### config.mk
export PLATFORM = sky130hd
export DESIGN_NAME = lmcw_device_flat
export DESIGN_NICKNAME = d
export VERILOG_FILES = /design/src/rtl/lmcw_pkg.sv /design/src/rtl/lmcw_if.sv /design/src/rtl/lmcw_device.sv /design/src/flat_wrapper.sv
export SDC_FILE = /design/constraint.sdc
export NUM_CORES = 1
export LEC_CHECK = 0
export ABC_AREA = 1
export BUFFER_PORTS_ARGS = -buffer_cell sky130_fd_sc_hd__buf_2
export CELL_PAD_IN_SITES_DETAIL_PLACEMENT = 0
export CELL_PAD_IN_SITES_GLOBAL_PLACEMENT = 1
export CORE_UTILIZATION = 32
export DETAILED_ROUTE_END_ITERATION = 16
export PLACE_DENSITY_LB_ADDON = 0.1
export SYNTH_ARGS = -nofsm -noshare
export SYNTH_HDL_FRONTEND = slang
export SYNTH_SLANG_ARGS = --single-unit
### constraint.sdc
create_clock -name clk_sys_i -period 4.55 [get_ports clk_sys_i]
set_input_delay 0.6825 -clock clk_sys_i [delete_from_list [all_inputs] [get_ports clk_sys_i]]
set_output_delay 0.6825 -clock clk_sys_i [all_outputs]
set_load 0.03 [all_outputs]
### src/rtl/lmcw_pkg.sv
`default_nettype none
package lmcw_pkg;
   // control shift register layout
   localparam int unsigned CTRL_BITS      = 8;
   localparam int unsigned WORD_BITS      = 7;
   localparam int unsigned SEL_BIT        = 7;
   // word 0 fields
   localparam int unsigned SLEEP_BIT      = 6;
   localparam int unsigned CUR_LSB        = 4;
   localparam int unsigned PWM_LSB        = 0;
   // word 1 fields
   localparam int unsigned PASS_BIT       = 0;
   localparam int unsigned PRESCALE_BIT   = 1;
   localparam logic [6:0]  WORD_RESET     = 7'h00;
   // refresh timing
   localparam int unsigned ROW_CYCLES     = 64;
   localparam int unsigned ROWS           = 8;
   localparam int unsigned REFRESH_CYCLES = ROW_CYCLES * ROWS;
   localparam int unsigned PRESCALE_DIV   = 8;
   localparam int unsigned DOTS_PER_IC    = 160;
   // host serial clock half period in system cycles
   localparam int unsigned HOST_HALF_CYC  = 5;
   // peak current codes, percent of full scale
   localparam logic [6:0]  CUR_PCT_00     = 7'h49;
   localparam logic [6:0]  CUR_PCT_01     = 7'h32;
   localparam logic [6:0]  CUR_PCT_10     = 7'h1F;
   localparam logic [6:0]  CUR_PCT_11     = 7'h64;

   // on-time per row in display clock cycles for each pwm code
   function automatic logic [5:0] lmcw_on_time(input logic [3:0] code);
      logic [5:0] t;
      t = 6'h00;
      case (code)
         4'h0: t = 6'h00;
         4'h1: t = 6'h01;
         4'h2: t = 6'h02;
         4'h3: t = 6'h03;
         4'h4: t = 6'h04;
         4'h5: t = 6'h05;
         4'h6: t = 6'h07;
         4'h7: t = 6'h09;
         4'h8: t = 6'h0B;
         4'h9: t = 6'h0E;
         4'hA: t = 6'h12;
         4'hB: t = 6'h16;
         4'hC: t = 6'h1C;
         4'hD: t = 6'h24;
         4'hE: t = 6'h30;
         default: t = 6'h3C;
      endcase
      return t;
   endfunction
endpackage
`default_nettype wire
### src/rtl/lmcw_if.sv
`default_nettype none
interface lmcw_if;
   logic ser_clk;
   logic ser_data;
   logic register_select;
   logic chip_en_n;
   logic lamp_off_input;
   logic ser_out;
   logic ext_osc;
   logic osc_out;
   modport host (
      output ser_clk, ser_data, register_select, chip_en_n, lamp_off_input, ext_osc,
      input  ser_out, osc_out
   );
   modport device (
      input  ser_clk, ser_data, register_select, chip_en_n, lamp_off_input, ext_osc,
      output ser_out, osc_out
   );
endinterface
`default_nettype wire

### src/rtl/lmcw_device.sv
`default_nettype none
// Function
// - top bit picks word 0 or 1
// - host loads eight bits msb first, then latches
// - word0 bit6 low sleeps and blanks display
// - current code 00 gives 73 percent
// - word1 bit0 selects output mode, default serial
// - serial mode outputs shift register msb
// - pass-through copies input during control writes
// - host clocks n*8 or 8 per chain
// - prescale bit low uses external oscillator directly
// - prescale bit high divides external oscillator by eight
// - refresh takes 512 display clocks
// - prescaler never touches internal oscillator
// - host writes zero to word1 bits 2-6
// - two ICs chain into 320-bit dots
// - first IC left, second IC right
// - every IC gets its own control write
// - host buses control lines, data chains leftward
// - master drives oscillator, slaves take it
// - reset clears both words
module lmcw_device
   import lmcw_pkg::*;
#(
   parameter int unsigned INT_OSC_DIV = 500
) (
   input  wire logic   clk_sys_i,
   input  wire logic   rst_n_i,
   lmcw_if.device      link,
   input  wire logic   use_ext_osc_i,
   output logic        ser_out_o,
   output logic [6:0]  brightness_sleep_word_o,
   output logic [6:0]  output_mode_prescale_word_o,
   output logic        display_clk_en_o,
   output logic        row_on_o,
   output logic [2:0]  row_o,
   output logic [6:0]  peak_current_pct_o,
   output logic        refresh_done_o
);
   // the internal divider counts in 16 bits and needs at least two states
   if (INT_OSC_DIV < 2 || INT_OSC_DIV > 65535) begin : g_bad_div
      $error("bad INT_OSC_DIV");
   end

   typedef struct packed {
      logic [1:0]  clk_sy;
      logic [1:0]  dat_sy;
      logic [1:0]  rs_sy;
      logic [1:0]  ce_sy;
      logic [1:0]  xo_sy;
      logic [1:0]  lamp_sy;
      logic        clk_prev;
      logic        xo_prev;
      logic        ce_prev;
      logic        ctrl_sel;
      logic        armed;
      logic [7:0]  shift;
      logic [6:0]  word0;
      logic [6:0]  word1;
      logic [15:0] int_cnt;
      logic [2:0]  pre_cnt;
      logic [8:0]  ref_cnt;
      logic        dclk_en;
      logic        row_on;
      logic [6:0]  cur_pct;
      logic        ref_done;
      logic        sout;
      logic        osc_out;
   } lmcw_dev_type;

   lmcw_dev_type s_q;
   lmcw_dev_type s_d;

   logic       clk_s;
   logic       dat_s;
   logic       ce_s;
   logic       xo_s;
   logic       rise;
   logic       xo_rise;
   logic       osc_tick;
   logic [5:0] on_time;

   assign clk_s = s_q.clk_sy[1];
   assign dat_s = s_q.dat_sy[1];
   assign ce_s  = s_q.ce_sy[1];
   assign xo_s  = s_q.xo_sy[1];
   assign rise  = clk_s && !s_q.clk_prev;
   assign xo_rise = xo_s && !s_q.xo_prev;
   assign on_time = lmcw_on_time(s_q.word0[PWM_LSB +: 4]);

   // display timebase selection
   always_comb begin
      osc_tick = 1'b0;
      if (use_ext_osc_i) begin
         if (s_q.word1[PRESCALE_BIT]) begin
            osc_tick = xo_rise && (s_q.pre_cnt == 3'(PRESCALE_DIV - 1));
         end else begin
            osc_tick = xo_rise;
         end
      end else begin
         // internal source ignores the prescale bit
         osc_tick = s_q.word0[SLEEP_BIT] &&
                    (s_q.int_cnt == 16'(INT_OSC_DIV - 1));
      end
   end

   // next state
   always_comb begin
      s_d = s_q;
      // every link pin is asynchronous to this clock: two flops before use
      s_d.clk_sy = {s_q.clk_sy[0], link.ser_clk};
      s_d.dat_sy = {s_q.dat_sy[0], link.ser_data};
      s_d.rs_sy  = {s_q.rs_sy[0], link.register_select};
      s_d.ce_sy  = {s_q.ce_sy[0], link.chip_en_n};
      s_d.xo_sy  = {s_q.xo_sy[0], link.ext_osc};
      s_d.lamp_sy = {s_q.lamp_sy[0], link.lamp_off_input};
      s_d.clk_prev = clk_s;
      s_d.xo_prev  = xo_s;
      s_d.ce_prev  = ce_s;
      s_d.dclk_en  = 1'b0;
      s_d.ref_done = 1'b0;
      // selection on falling chip enable, register select sampled there
      if (s_q.ce_prev && !ce_s) begin
         s_d.ctrl_sel = s_q.rs_sy[1];
         s_d.armed    = 1'b0;
      end
      // shift on rising serial clock while enabled
      if (!ce_s && rise && s_q.ctrl_sel) begin
         s_d.shift = {s_q.shift[6:0], dat_s};
         s_d.armed = 1'b1;
      end
      // latch when enable high and clock low
      // waiting for a low clock keeps a late rise out of the copied word
      if (ce_s && !clk_s && s_q.armed && s_q.ctrl_sel) begin
         s_d.armed = 1'b0;
         if (s_q.shift[SEL_BIT]) begin
            s_d.word1 = s_q.shift[6:0];
         end else begin
            s_d.word0 = s_q.shift[6:0];
         end
      end
      // serial output source
      // pass-through only inside a control frame; dot loads keep the msb
      if (s_q.word1[PASS_BIT] && s_q.ctrl_sel && !ce_s) begin
         s_d.sout = dat_s;
      end else begin
         s_d.sout = s_q.shift[SEL_BIT];
      end
      // oscillators
      // sleep holds the internal divider at zero, so slaves on osc_out stop too
      if (s_q.int_cnt == 16'(INT_OSC_DIV - 1)) begin
         s_d.int_cnt = 16'h0000;
         s_d.osc_out = !s_q.osc_out;
      end else begin
         s_d.int_cnt = s_q.int_cnt + 16'h0001;
      end
      if (!s_q.word0[SLEEP_BIT]) begin
         s_d.int_cnt = 16'h0000;
      end
      // prescaler runs free; a mode change may shorten one display clock
      if (xo_rise) begin
         s_d.pre_cnt = s_q.pre_cnt + 3'h1;
      end
      // refresh sequencing
      // the count wraps at 512 ticks, so its top three bits name the row
      if (osc_tick) begin
         s_d.dclk_en = 1'b1;
         s_d.ref_cnt = s_q.ref_cnt + 9'h001;
         if (s_q.ref_cnt == 9'(REFRESH_CYCLES - 1)) begin
            s_d.ref_done = 1'b1;
         end
      end
      // lamp-off blanks at once but leaves the refresh count running
      s_d.row_on = s_q.word0[SLEEP_BIT] && !s_q.lamp_sy[1] &&
                   ({3'h0, s_q.ref_cnt[5:0]} < {3'h0, on_time});
      // current percent registered so it changes only with the control word
      case (s_q.word0[CUR_LSB +: 2])
         2'h0: s_d.cur_pct = CUR_PCT_00;
         2'h1: s_d.cur_pct = CUR_PCT_01;
         2'h2: s_d.cur_pct = CUR_PCT_10;
         default: s_d.cur_pct = CUR_PCT_11;
      endcase
   end

   // state register; reset zeroes both words
   always_ff @(posedge clk_sys_i or negedge rst_n_i) begin
      if (!rst_n_i) begin
         s_q <= '0;
         // chip enable idles high, so no false frame start after reset
         s_q.ce_sy <= 2'h3;
         s_q.ce_prev <= 1'b1;
      end else begin
         s_q <= s_d;
      end
   end

   // every output is read straight off the state register
   assign link.ser_out = s_q.sout;
   assign link.osc_out = s_q.osc_out;
   assign ser_out_o = s_q.sout;
   assign brightness_sleep_word_o = s_q.word0;
   assign output_mode_prescale_word_o = s_q.word1;
   assign display_clk_en_o = s_q.dclk_en;
   assign row_on_o = s_q.row_on;
   assign row_o = s_q.ref_cnt[8:6];
   assign peak_current_pct_o = s_q.cur_pct;
   assign refresh_done_o = s_q.ref_done;
endmodule // lmcw_device
`default_nettype wire

### src/flat_wrapper.sv
// flat-port wrapper written by rule: the top's interface ports become plain ports
module lmcw_device_flat import lmcw_pkg::*;
#(
   parameter int unsigned INT_OSC_DIV = 500
)
  (clk_sys_i, rst_n_i, use_ext_osc_i, ser_out_o, brightness_sleep_word_o, output_mode_prescale_word_o, display_clk_en_o, row_on_o, row_o, peak_current_pct_o, refresh_done_o, link_ser_clk, link_ser_data, link_register_select, link_chip_en_n, link_lamp_off_input, link_ext_osc, link_ser_out, link_osc_out);
  lmcw_if link_i ();
  input  wire logic clk_sys_i;
  input  wire logic rst_n_i;
  input  wire logic use_ext_osc_i;
  output logic ser_out_o;
  output logic [6:0] brightness_sleep_word_o;
  output logic [6:0] output_mode_prescale_word_o;
  output logic display_clk_en_o;
  output logic row_on_o;
  output logic [2:0] row_o;
  output logic [6:0] peak_current_pct_o;
  output logic refresh_done_o;
  input wire logic [$bits(link_i.ser_clk)-1:0] link_ser_clk;
  input wire logic [$bits(link_i.ser_data)-1:0] link_ser_data;
  input wire logic [$bits(link_i.register_select)-1:0] link_register_select;
  input wire logic [$bits(link_i.chip_en_n)-1:0] link_chip_en_n;
  input wire logic [$bits(link_i.lamp_off_input)-1:0] link_lamp_off_input;
  input wire logic [$bits(link_i.ext_osc)-1:0] link_ext_osc;
  output wire logic [$bits(link_i.ser_out)-1:0] link_ser_out;
  output wire logic [$bits(link_i.osc_out)-1:0] link_osc_out;
  assign link_i.ser_clk = link_ser_clk;
  assign link_i.ser_data = link_ser_data;
  assign link_i.register_select = link_register_select;
  assign link_i.chip_en_n = link_chip_en_n;
  assign link_i.lamp_off_input = link_lamp_off_input;
  assign link_i.ext_osc = link_ext_osc;
  assign link_ser_out = link_i.ser_out;
  assign link_osc_out = link_i.osc_out;
  lmcw_device #(.INT_OSC_DIV(INT_OSC_DIV)) u_core (.clk_sys_i(clk_sys_i), .rst_n_i(rst_n_i), .link(link_i), .use_ext_osc_i(use_ext_osc_i), .ser_out_o(ser_out_o), .brightness_sleep_word_o(brightness_sleep_word_o), .output_mode_prescale_word_o(output_mode_prescale_word_o), .display_clk_en_o(display_clk_en_o), .row_on_o(row_on_o), .row_o(row_o), .peak_current_pct_o(peak_current_pct_o), .refresh_done_o(refresh_done_o));
endmodule
# Word level (Yosys, flattened, before mapping)
# Memory sizes are Yosys's and may differ from the RTL's.
# Cells that the tools add are included.
# op_classes
order_cmp	1
n_reduce_logical	24
n_mux	12
multipliers	0
n_addsub	3
n_eq_ne	5
bitwise	1
n_shift	0
n_div	0
# op_table
op	n
16-bit two-way mux	2
7-bit one-hot mux with 3 select lines	1
16-bit by 1-bit adder with 16-bit output, second input constant	1
16-bit by 9-bit == test with 1-bit output, second input constant	1
1-bit logical AND	14
9-bit by 1-bit adder with 9-bit output, second input constant	1
9-bit == test, second input constant	1
9-bit two-way mux	1
1-bit two-way mux	8
1-bit zero test	6
6-bit < comparator	1
2-bit AND reduction	2
3-bit by 1-bit adder with 3-bit output, second input constant	1
3-bit == test, second input constant	1
3-bit nonzero test	1
2-bit by 1-bit == test with 1-bit output, second input constant	1
2-bit == test, second input constant	1
2-bit zero test	1
1-bit NOT	1
# totals
elab_cells	70
ram_bits	0
mem_bits_ro	96
latch_bits	0
in_bits	9
out_inout_bits	30
mem_count	1
ff_bits	79
# mem_list
memory	words	width	read_ports	rd_ports_with_merged_regs	wr	line_no	rtl
(no name shown)	16	6	1	0	0	lmcw_pkg.sv:33	case (code)

# Depth between registers and ports, before layout
# Gate-level depths: netlist of the first run.
# logic_depth
word_depth	6
ltp_mapped	9
depth_no_buf	9

# Least setup slack after synthesis of the first run
# Ideal clock, no wire load.
# synth_timing
kind	reg-to-reg
startpoint	register u_core.s_q (netlist bit u_core.brightness_sleep_word_o[0])
endpoint	register u_core.s_q (netlist bit u_core.row_on_o)
synth_period_minus_slack_ns	1.693
setup_time_ns	0.124
required_time_ns	4.426
path_buffers	0
arrival_ns	1.569
path_stages_with_launch	8
setup_slack_ns	2.857
path_cell_list	dfrtp_1 -> inv_1 -> ha_1 -> or2_2 -> ha_1 -> nand2_1 -> o211ai_1 -> a21oi_1
# synth_rtl
element	line_no	rtl
start: declaration	lmcw_device.sv:71	lmcw_dev_type s_q;

# Final worst setup path of the first run
# layout_timing
startpoint	register u_core.s_q[21] (netlist bit)
endpoint	register u_core.s_q[12] (netlist bit)
# layout_via
elab_chain_len	4
# layout_rtl
element	line_no	rtl
3-bit == test	lmcw_device.sv:96	osc_tick = xo_rise && (s_q.pre_cnt == 3'(PRESCALE_DIV - 1));
1-bit logical AND	lmcw_device.sv:96	
1-bit two-way mux	lmcw_device.sv:95	if (s_q.word1[PRESCALE_BIT]) begin
1-bit two-way mux	lmcw_device.sv:94	if (use_ext_osc_i) begin
named net u_core.osc_tick	lmcw_device.sv:80	logic osc_tick;
# The timed path passes the listed nets, and every way through them passes these cells.
# A chain may end at the register's enable or synchronous reset.

==> results of run 1 <==
## layer usage
layer	up-vias	track usage, %	wire length (um)	part of all wire (%)
met3	13	3.469	228	3.3
li1	1293	-	-	-
met2	39	18.84	3005	43
met1	1172	18.25	3576	51
met4	0	7.524	163	2.3
met5	-	0	0	0
## state kept, by name, indices dropped and copies added (netlist names)
register	cells
u_core.clk_s	1
u_core.s_q	40
u_core.link.osc_out	1
u_core.brightness_sleep_word_o	7
u_core.row_o	3
u_core.output_mode_prescale_word_o	7
u_core.ce_s	1
u_core.row_on_o	1
u_core.peak_current_pct_o	5
u_core.dat_s	1
u_core.s_d	7
u_core.display_clk_en_o	1
u_core.refresh_done_o	1
u_core.link.ser_out	1
## power groups by stage
| stage | Combinational, uW | Clock, uW | Sequential (uW) |
|---|---|---|---|
| final | 481 | 726 | 886 |
| after global routing | 549 | 787 | 907 |
| after CTS | 492 | 753 | 889 |
| after detailed placement | 488 | 0 | 900 |
| after global placement | 488 | 0 | 897 |
| after floorplan | 440 | 0 | 872 |
## cells in the final DEF, fill, tap and decap left out, types with 2 or more instances in the layout
master and n:
sky130_fd_sc_hd__inv_2 3, sky130_fd_sc_hd__dfstp_2 3, sky130_fd_sc_hd__nor3_1 2, sky130_fd_sc_hd__nand2_2 2, sky130_fd_sc_hd__dfrtp_1 74, sky130_fd_sc_hd__inv_1 39, sky130_fd_sc_hd__o21ai_0 19, sky130_fd_sc_hd__nand3_2 2
sky130_fd_sc_hd__nor2_2 8, sky130_fd_sc_hd__o21a_1 6, sky130_fd_sc_hd__xor2_1 12, sky130_fd_sc_hd__buf_2 37, sky130_fd_sc_hd__or2_2 4, sky130_fd_sc_hd__ha_1 21, sky130_fd_sc_hd__nor2_1 41, sky130_fd_sc_hd__nand3_1 24
sky130_fd_sc_hd__clkbuf_16 9, sky130_fd_sc_hd__a21oi_1 5, sky130_fd_sc_hd__clkinv_4 3, sky130_fd_sc_hd__nand2_1 90, sky130_fd_sc_hd__nand4_1 6, sky130_fd_sc_hd__o211ai_1 3, sky130_fd_sc_hd__xnor2_1 4
## worst max path at each step
stage,depth (start not counted),slack (ps),to
after CTS,6,2420,u_core.s_q[12]
after detailed placement,6,2440,u_core.s_q[12]
after global placement,6,2500,u_core.s_q[15]
after floorplan,7,2860,u_core.row_on_o
after global routing,6,2220,u_core.s_q[12]
final,6,2460,u_core.s_q[12]
## logic make-up after synthesis
group	count (synthesis)	share of synthesized area [%]
AO/OA/AOI/OAI	35	5.499
XOR/XNOR	16	3.756
flip-flops	77	51.74
adder cells (fa/ha/maj)	21	7.042
buffers and inverters	74	10.36
AND/OR/NAND/NOR	183	21.60
## layout make-up
class                           count  area [um2]
Fill cell                        1165        7194
Sequential cell                    77        1931
Multi-Input combinational cell    255        1414
Clock buffer                       10       229.0
Timing Repair Buffer               38       192.7
Tap cell                          143       178.9
Inverter                           42       157.7
Clock inverter                      6       72.57
## per-stage QoR
| stage | setup WS, ps | utilization, % | cells | hold slack, ps | instance area, um2 |
|---|---|---|---|---|---|
| 4_1_cts | 2425 | 36.72 | 571 | 349.4 | 4175 |
| 5_1_grt | 2215 | 36.72 | 571 | 354.4 | 4175 |
| 6_report | 2463 | 36.72 | 571 | 345.2 | 4175 |
| 3_5_place_dp | 2437 | 34.07 | 555 | 334.7 | 3874 |
| 2_1_floorplan | 2857 | - | 406 | 331.2 | 3731 |
| 3_3_place_gp | 2499 | 34.07 | 555 | 333.8 | 3874 |
==> metrics.txt, run 1 <==
Tcrit/Tclk final 45.88%; final RePlAce weighted congestion 0.7084; maximum number of buffers from clock root to sink 2; Hold Violations, Final 0; Power, Total 2093 uW; Yosys warning total 0; number of global-route vias before repair 2382; highest attainable clock frequency 479.1 MHz; distinct cell type count of the synthesized netlist 30; data required time of the critical path 4780 ps; number of register bits inferred by synthesis 77; kind of critical path flip-flop to flip-flop; Final Slew Violations 0; gr ovfl total 0; number of top-level design ports 39; share of synthesized flip-flops with an asynchronous set or reset 100.0%; overall die height 110.0 um; part of the Yosys area used for sequential elements 51.74%; die outline area 12100 um2; hold path startpoint u_core.s_d[68]; most numerous cell in the Yosys netlist sky130_fd_sc_hd__nand2_1; worst min-delay path category flip-flop to flip-flop; proportion of power drawn by combinational gates 23.0%; WL per Instance 12.21 um; Post-CTS Setup Repair Bufs 0; status complete, no violations; DRT antenna net count 0; residual DRC count 0; final sum of negative setup slack 0 ps; First DRT Iteration DRCs 125; number of hold-repair buffers added at the cts stage 0; proportion of netlist area held by the largest area contributor 49.63%; clock buffer count from CTS 9; initial cell density of the core 32.82%; category of cells accounting for the largest share of critical-path delay compound AO/OA/AOI/OAI gates; worst setup path startpoint u_core.s_q[21]; area grow syn2layout 11.90%; DIE WIDTH 110.0 um; max_cap viols 0; Startpoint Class flip-flop; Clock Skews 4.164 ps; total setup violations reported at the end of the flow 0; slowest stage cell, crit path sky130_fd_sc_hd__o211ai_1; largest net degree at the start of global routing 78; Post-synth EDFFs 0; leakage 0.002043 uW; R2R Path End u_core.s_q[12]; number of sinks on the clock net 77; CTS H-tree depth 3; register clock-pin slew on the reported worst setup and hold paths 60 ps; number of stages on the worst hold path 0; clock tree from TritonCTS yes; Mapped Area 3731 um2; row count 39; average vias per placed instance 4.408; post-detailed-routing wire length 6974 um; startpoint of the worst register-to-register path u_core.s_q[21]; final period demand of the worst path 2087 ps; register-to-register path setup slack 2460 ps; detailed placer's ending HPWL 4765 um; category of the worst setup path capture point flip-flop; Overall Global Routing Usage 13.29%; CTS-repair resized insts 0; Buffers & Inverters on Critical Path 0; Port-buffer cells 38; Endpoint, Worst Hold u_core.s_q[68]; placeable core region 11370 um2; cell at the root of the clock tree sky130_fd_sc_hd__clkbuf_16; area leader, netlist sky130_fd_sc_hd__dfrtp_1; areal power density over the cells 501.3 nW/um2; largest vdd supply drop 0.1779 mV; chain of cells forming the critical path ha_1, ha_1, o211ai_1, nand2_4, nand2_1, nand2_1; relative max-transition margin 29.49%; depth of the worst register-to-register path 6; net switching fraction of the power 34.13%; Int Pwr 1379 uW; Worst Path Arrival 2310 ps; highest fanout seen on the critical path 11; net count after synthesis 436; via count 2517; actual transition at the worst max-transition pin 1053 ps; first-pass GRT wire length 11770 um; Commonest cells post-synth sky130_fd_sc_hd__nand2_1 (90), sky130_fd_sc_hd__dfrtp_1 (74), sky130_fd_sc_hd__nor2_1 (41), sky130_fd_sc_hd__inv_1 (39), sky130_fd_sc_hd__buf_4 (26); switching power of the nets 714.2 uW; Net count, final 453; antenna diode count 0; layout cells sized above 1 18.46%; clock network power share 34.7%; cell types with the largest area share after synthesis sky130_fd_sc_hd__dfrtp_1 (50%), sky130_fd_sc_hd__nand2_1 (9.1%), sky130_fd_sc_hd__ha_1 (7.0%); setup repair after global routing missed its margin false; ys flop type sky130_fd_sc_hd__dfrtp_1; antenna violations before repair 0; number of detailed-routing iterations run before antenna repair 4; post-synthesis cell count 406; slowest stage delay, CP 840 ps; worst-skew pair later-pin latency 340 ps; synthesized area per cell 9.190 um2; sequential power share 42.3%
Note: power is estimated with default switching activity, not from simulation.
==> run 2: changes to the inputs <==
--- a/config.mk
+++ b/config.mk
@@ -5,7 +5,7 @@
 export SDC_FILE = /design/constraint.sdc
 export NUM_CORES = 1
 export LEC_CHECK = 0
-export ABC_AREA = 1
+export ABC_AREA = 0
 export BUFFER_PORTS_ARGS = -buffer_cell sky130_fd_sc_hd__buf_2
 export CELL_PAD_IN_SITES_DETAIL_PLACEMENT = 0
 export CELL_PAD_IN_SITES_GLOBAL_PLACEMENT = 1
==> constraint.sdc (replaced) <==
create_clock -name clk_sys_i -period 1.83 [get_ports clk_sys_i]
set_input_delay 0.2745 -clock clk_sys_i [delete_from_list [all_inputs] [get_ports clk_sys_i]]
set_output_delay 0.2745 -clock clk_sys_i [all_outputs]
set_load 0.03 [all_outputs]
==> metrics.txt, run 2 <==
Overall Global Routing Usage 13.09%; row count 39; Clock Skews 8.570 ps; final period demand of the worst path 1845 ps; Yosys warning total 0; highest fanout seen on the critical path 5; Hold Violations, Final 0; chain of cells forming the critical path inv_2, ha_4, a21oi_2, a21oi_1, ha_1, a21o_1, a21oi_2, o2111ai_1, a21oi_1; placeable core region 11420 um2; areal power density over the cells 1128 nW/um2; Tcrit/Tclk final 100.8%; proportion of netlist area held by the largest area contributor 49.23%; residual DRC count 0; slowest stage cell, crit path sky130_fd_sc_hd__dfrtp_2; gr ovfl total 0; detailed placer's ending HPWL 4988 um; CTS H-tree depth 3; layout cells sized above 1 37.63%; Worst Path Arrival 2120 ps; cell types with the largest area share after synthesis sky130_fd_sc_hd__dfrtp_1 (49%), sky130_fd_sc_hd__mux2_2 (7.8%), sky130_fd_sc_hd__ha_1 (7.0%); min setup slack post-route -14.88 ps; number of register bits inferred by synthesis 77; initial cell density of the core 32.94%; number of stages on the worst hold path 1; final sum of negative setup slack -14.88 ps; critical path depth 9; max reg flops 40; routed length on met1 3390 um; part of the Yosys area used for sequential elements 51.33%; leakage 0.002092 uW; distinct cell type count of the synthesized netlist 51; antenna diode count 0; register bank with the most flops u_core.s_q; number of global-route vias before repair 2393; maximum number of buffers from clock root to sink 2; data required time of the critical path 2100 ps; kind of critical path flip-flop to flip-flop; DRT antenna net count 0; register clock-pin slew on the reported worst setup and hold paths 60 ps; ys flop type sky130_fd_sc_hd__dfrtp_1; total setup violations reported at the end of the flow 1; Net count, final 397; largest net degree at the start of global routing 33; post-synthesis cell count 317; synthesized area per cell 11.86 um2; met3 WL post-DR 291 um; max_cap viols 0; relative max-transition margin 71.53%; WL per Instance 14.00 um; Power, Total 5169 uW; clock tree from TritonCTS yes; top layer in use met4; Buffers & Inverters on Critical Path 1; first-pass GRT wire length 12470 um; Port-buffer cells 38; DIE WIDTH 110.4 um; via count 2417; First DRT Iteration DRCs 73; setup repair after global routing missed its margin true; post-detailed-routing wire length 7212 um; category of cells accounting for the largest share of critical-path delay compound AO/OA/AOI/OAI gates; Startpoint Class flip-flop; final RePlAce weighted congestion 0.7473; antenna violations before repair 0; average vias per placed instance 4.693; Mapped Area 3761 um2; net count after synthesis 347; area leader, netlist sky130_fd_sc_hd__dfrtp_1; cell at the root of the clock tree sky130_fd_sc_hd__clkbuf_16; number of detailed-routing iterations run before antenna repair 4; clock buffer count from CTS 9; violated checks negative setup slack; slowest stage delay, CP 440 ps; number of top-level design ports 39; overall die height 110.4 um; largest vdd supply drop 0.4229 mV; worst min-delay path category input port to flip-flop; category of the worst setup path capture point flip-flop; share of synthesized flip-flops with an asynchronous set or reset 100.0%; area grow syn2layout 21.86%; most frequent cells in the layout sky130_fd_sc_hd__dfrtp_1 (72), sky130_fd_sc_hd__buf_2 (37), sky130_fd_sc_hd__buf_4 (27); leading cell type in the layout, fill and taps excluded sky130_fd_sc_hd__dfrtp_1; highest attainable clock frequency 542.0 MHz; wire length on met2 3381 um; depth of the worst register-to-register path 9; worst-skew pair later-pin latency 340 ps; number of sinks on the clock net 77; Post-synth EDFFs 0; die outline area 12190 um2; most numerous cell in the Yosys netlist sky130_fd_sc_hd__dfrtp_1; status finished with violations; Commonest cells post-synth sky130_fd_sc_hd__dfrtp_1 (74), sky130_fd_sc_hd__mux2_2 (26), sky130_fd_sc_hd__buf_4 (25), sky130_fd_sc_hd__ha_1 (21), sky130_fd_sc_hd__nor2_1 (21); Final Slew Violations 0; actual transition at the worst max-transition pin 427.1 ps
-- run 2: cell count changes after synthesis, moves of 5 or more --
cell                      delta
sky130_fd_sc_hd__a21oi_1     +6
sky130_fd_sc_hd__nand2_1    -77
sky130_fd_sc_hd__nor2_1     -20
sky130_fd_sc_hd__inv_1      -30
sky130_fd_sc_hd__mux2_2     +26
sky130_fd_sc_hd__nand3_1     -8
sky130_fd_sc_hd__and4_1      +5
sky130_fd_sc_hd__nor2_2      -8
sky130_fd_sc_hd__xnor2_1     +5
sky130_fd_sc_hd__o21ai_0    -17
sky130_fd_sc_hd__nor2b_1     +6
sky130_fd_sc_hd__o21a_1      -6
-- run 2: cell type report --
cell class                      instances  area (um2)
Sequential cell                        77        1933
Timing Repair Buffer                   71       483.0
Fill cell                            1121        6835
Tap cell                              143       178.9
Clock buffer                           12       256.5
Clock inverter                          4       55.05
Multi-Input combinational cell        199        1640
Inverter                                9       36.28
-- run 2: metrics by stage --
step / instances / instance area [um2] / utilization (%) / hold WS (ps) / worst slack (ps)
floorplan: 317 / 3764 / - / -21.09 / 25.21
global placement: 496 / 4167 / 36.49 / 243.5 / -12.85
detailed placement: 496 / 4167 / 36.49 / 246.9 / -33.60
CTS: 515 / 4519 / 39.58 / 10.50 / -39.03
global route: 515 / 4583 / 40.14 / 9.938 / -108.4
finish: 515 / 4583 / 40.14 / 28.02 / -14.88
-- run 2: final timing paths --
path / slack (ps) / startpoint / to
max in group asynchronous: 810 / rst_n_i / u_core.s_q[30]
min in group asynchronous: 420 / rst_n_i / u_core.peak_current_pct_o[5]
max: -10 / u_core.brightness_sleep_word_o[1] / u_core.row_on_o
min reg2reg: 350 / u_core.s_d[78] / u_core.clk_s
min: 30 / link_chip_en_n / u_core.s_d[72]
max reg2reg: -10 / u_core.brightness_sleep_word_o[1] / u_core.row_on_o
-- run 2: power breakdown --
part | internal [uW] | switching (uW) | total, uW | leakage (uW)
sequential | 1910 | 193 | 2100 | 0.000975
clock | 1140 | 709 | 1850 | 0.000149
combinational | 599 | 624 | 1220 | 0.000968
total | 3640 | 1530 | 5170 | 0.00209
-- run 2: kinds of logic (layout without fill, tap and decap cells) --
kind of cell    after synthesis  after routing  share of synthesized area [%]
xor+xnor                     17             17                          3.959
buf+inv                      41             96                          6.720
fa+ha+maj                    21             21                          6.986
flops                        77             77                          51.33
simple gates                 98             98                          15.70
compound gates               32             32                          5.922
mux                          31             31                          9.381
-- run 2: metal layers --
layer  vias up  global-route usage (%)
met1      1167                   17.34
met3        10                   3.787
li1       1190                       -
met5         -                       0
met2        50                   19.30
met4         0                   6.933
-- run 2: repair_timing --
item / in CTS / in global routing
pin swaps: 7 / 9
setup endpoints to repair: 1 / 1
endpoints found under the hold margin: 27 / 0
cloned: 0 / 0
setup buffers: 2 / 0
hold buffers: 1 / 0
gates resized for setup: 2 / 13
-- run 2: worst register-to-register path, stage by stage (launching register included) --
cell and delay, ps:
sky130_fd_sc_hd__dfrtp_2 440, sky130_fd_sc_hd__inv_2 100, sky130_fd_sc_hd__ha_4 200, sky130_fd_sc_hd__a21oi_2 100, sky130_fd_sc_hd__a21oi_1 70, sky130_fd_sc_hd__ha_1 300, sky130_fd_sc_hd__a21o_1 180, sky130_fd_sc_hd__a21oi_2 120
sky130_fd_sc_hd__o2111ai_1 130, sky130_fd_sc_hd__a21oi_1 130
==> run 3: changes to the inputs <==
--- a/config.mk
+++ b/config.mk
@@ -9,6 +9,7 @@
 export BUFFER_PORTS_ARGS = -buffer_cell sky130_fd_sc_hd__buf_2
 export CELL_PAD_IN_SITES_DETAIL_PLACEMENT = 0
 export CELL_PAD_IN_SITES_GLOBAL_PLACEMENT = 1
+export CORE_MARGIN = 4
 export CORE_UTILIZATION = 32
 export DETAILED_ROUTE_END_ITERATION = 16
 export PLACE_DENSITY_LB_ADDON = 0.1
==> metrics.txt, run 3 (synthesis results as in run 2) <==
detailed placer's ending HPWL 5128 um; number of sinks on the clock net 77; WL per Instance 13.94 um; Final Slew Violations 0; Tcrit/Tclk final 101.1%; first-pass GRT wire length 12640 um; slowest stage cell, crit path sky130_fd_sc_hd__dfrtp_2; CTS H-tree depth 3; placeable core region 11470 um2; sequential power share 43.3%; final period demand of the worst path 1851 ps; highest fanout seen on the critical path 5; worst-skew pair later-pin latency 330 ps; overall die height 116.4 um; clock network power share 33.1%; final sum of negative setup slack -20.96 ps; Min Hold Slack 40.77 ps; max reg flops 40; clock tree from TritonCTS yes; die outline area 13550 um2; Int Pwr 3372 uW; slowest stage delay, CP 410 ps; most frequent cells in the layout sky130_fd_sc_hd__dfrtp_1 (72), sky130_fd_sc_hd__buf_2 (37), sky130_fd_sc_hd__buf_4 (36); Overall Global Routing Usage 12.05%; Clock Skews 7.843 ps; number of top-level design ports 39; max_cap viols 0; cell at the root of the clock tree sky130_fd_sc_hd__clkbuf_16; total setup violations reported at the end of the flow 1; Net count, final 401; status finished with violations; category of cells accounting for the largest share of critical-path delay adder cells; antenna violations before repair 0; Port-buffer cells 38; Worst Path Arrival 2060 ps; kind of critical path flip-flop to flip-flop; antenna diode count 0; relative max-transition margin 71.08%; min setup slack post-route -20.96 ps; actual transition at the worst max-transition pin 433.8 ps; net switching fraction of the power 30.56%; highest attainable clock frequency 540.3 MHz; Hold Violations, Final 0; DRT antenna net count 0; leading cell type in the layout, fill and taps excluded sky130_fd_sc_hd__dfrtp_1; average vias per placed instance 4.599; largest vdd supply drop 0.4843 mV; proportion of power drawn by combinational gates 23.7%; via count 2387; residual DRC count 0; final RePlAce weighted congestion 0.7113; number of detailed-routing iterations run before antenna repair 4; area grow syn2layout 20.13%; chain of cells forming the critical path inv_2, buf_4, ha_1, mux2i_1, nand2_1, ha_4, and4_4, nand2_1, o2111ai_1, a21oi_1; number of global-route vias before repair 2500; final instance count without filler cells 519; violated checks negative setup slack; number of filler cells placed in the layout 1109; largest net degree at the start of global routing 35; post-detailed-routing wire length 7236 um; R2R Path End u_core.row_on_o; number of stages on the worst hold path 1; clock buffer count from CTS 9; initial cell density of the core 32.80%; register clock-pin slew on the reported worst setup and hold paths 60 ps; Startpoint Class flip-flop; maximum number of buffers from clock root to sink 2; setup repair after global routing missed its margin true; switching power of the nets 1484 uW; register bank with the most flops u_core.s_q; DIE WIDTH 116.4 um; depth of the worst register-to-register path 10; layout cells sized above 1 37.77%; post-placement cell count 500; areal power density over the cells 1075 nW/um2; data required time of the critical path 2040 ps; worst min-delay path category input port to flip-flop; row count 39; leakage 0.002092 uW; hold path startpoint link_chip_en_n; First DRT Iteration DRCs 56; gr ovfl total 0; Most common cell on crit path sky130_fd_sc_hd__nand2_1; register-to-register path setup slack -20 ps; Endpoint, Worst Hold u_core.s_d[72]; category of the worst setup path capture point flip-flop; Buffers & Inverters on Critical Path 2; startpoint of the worst register-to-register path u_core.brightness_sleep_word_o[1]
run 3: final cells by class:
cell class / instances / area [um2] / share of cell area, %
Clock buffer: 10 / 229.0 / 5.068
Clock inverter: 6 / 40.04 / 0.8862
Inverter: 9 / 33.78 / 0.7477
Multi-Input combinational cell: 199 / 1618 / 35.81
Sequential cell: 77 / 1933 / 42.79
Tap cell: 143 / 178.9 / 3.960
Timing Repair Buffer: 75 / 485.5 / 10.74
run 3: power groups by stage:
stage          clock [uW]  sequential [uW]  combinational, uW
6_report             1610             2100               1150
5_1_grt              1770             2140               1280
4_1_cts              1690             2100               1160
3_5_place_dp            0             2130               1100
3_3_place_gp            0             2130               1090
2_1_floorplan           0             2090                819
run 3: per-layer routing:
metal | up-vias | track usage (%) | routed length [um]
li1 | 1196 | - | -
met5 | - | 0 | 0
met1 | 1155 | 16.17 | 3570
met3 | 9 | 3.523 | 269
met4 | 0 | 4.640 | 107
met2 | 27 | 18.42 | 3288
run 3: how the worst max path moves through the flow:
stage / start / to / slack, ps / cells past startpoint
after floorplan: u_core.brightness_sleep_word_o[0] / u_core.row_on_o / 30 / 9
after global placement: u_core.brightness_sleep_word_o[0] / u_core.row_on_o / -30 / 9
after detailed placement: u_core.brightness_sleep_word_o[0] / u_core.row_on_o / -60 / 9
after CTS: u_core.brightness_sleep_word_o[1] / u_core.row_on_o / -20 / 10
after global routing: u_core.brightness_sleep_word_o[1] / u_core.row_on_o / -140 / 10
final: u_core.brightness_sleep_word_o[1] / u_core.row_on_o / -20 / 10
run 3: per-stage QoR:
stage	instance area (um2)	setup WS, ps	util [%]	power (uW)
2_1_floorplan	3764	25.21	-	2905
3_3_place_gp	4184	-26.70	36.49	3218
3_5_place_dp	4184	-60.43	36.49	3235
4_1_cts	4503	-20.56	39.27	4950
5_1_grt	4518	-144.6	39.40	5188
6_report	4518	-20.96	39.40	4856
run 3: worst register-to-register path, delay by kind of cell (launching register included):
kind,cells,cell delay [ps]
adder cells (fa/ha/maj),2,460
buffers and inverters,2,210
multiplexers,1,140
AND/OR/NAND/NOR,3,390
flip-flops,1,410
AO/OA/AOI/OAI,2,140
run 3: what timing repair did:
item	CTS	global route
hold endpoints to repair	28	0
setup buffers	1	1
setup endpoints to repair	1	11
hold buffers	1	0
gates resized for setup	4	3
pin swaps	7	3
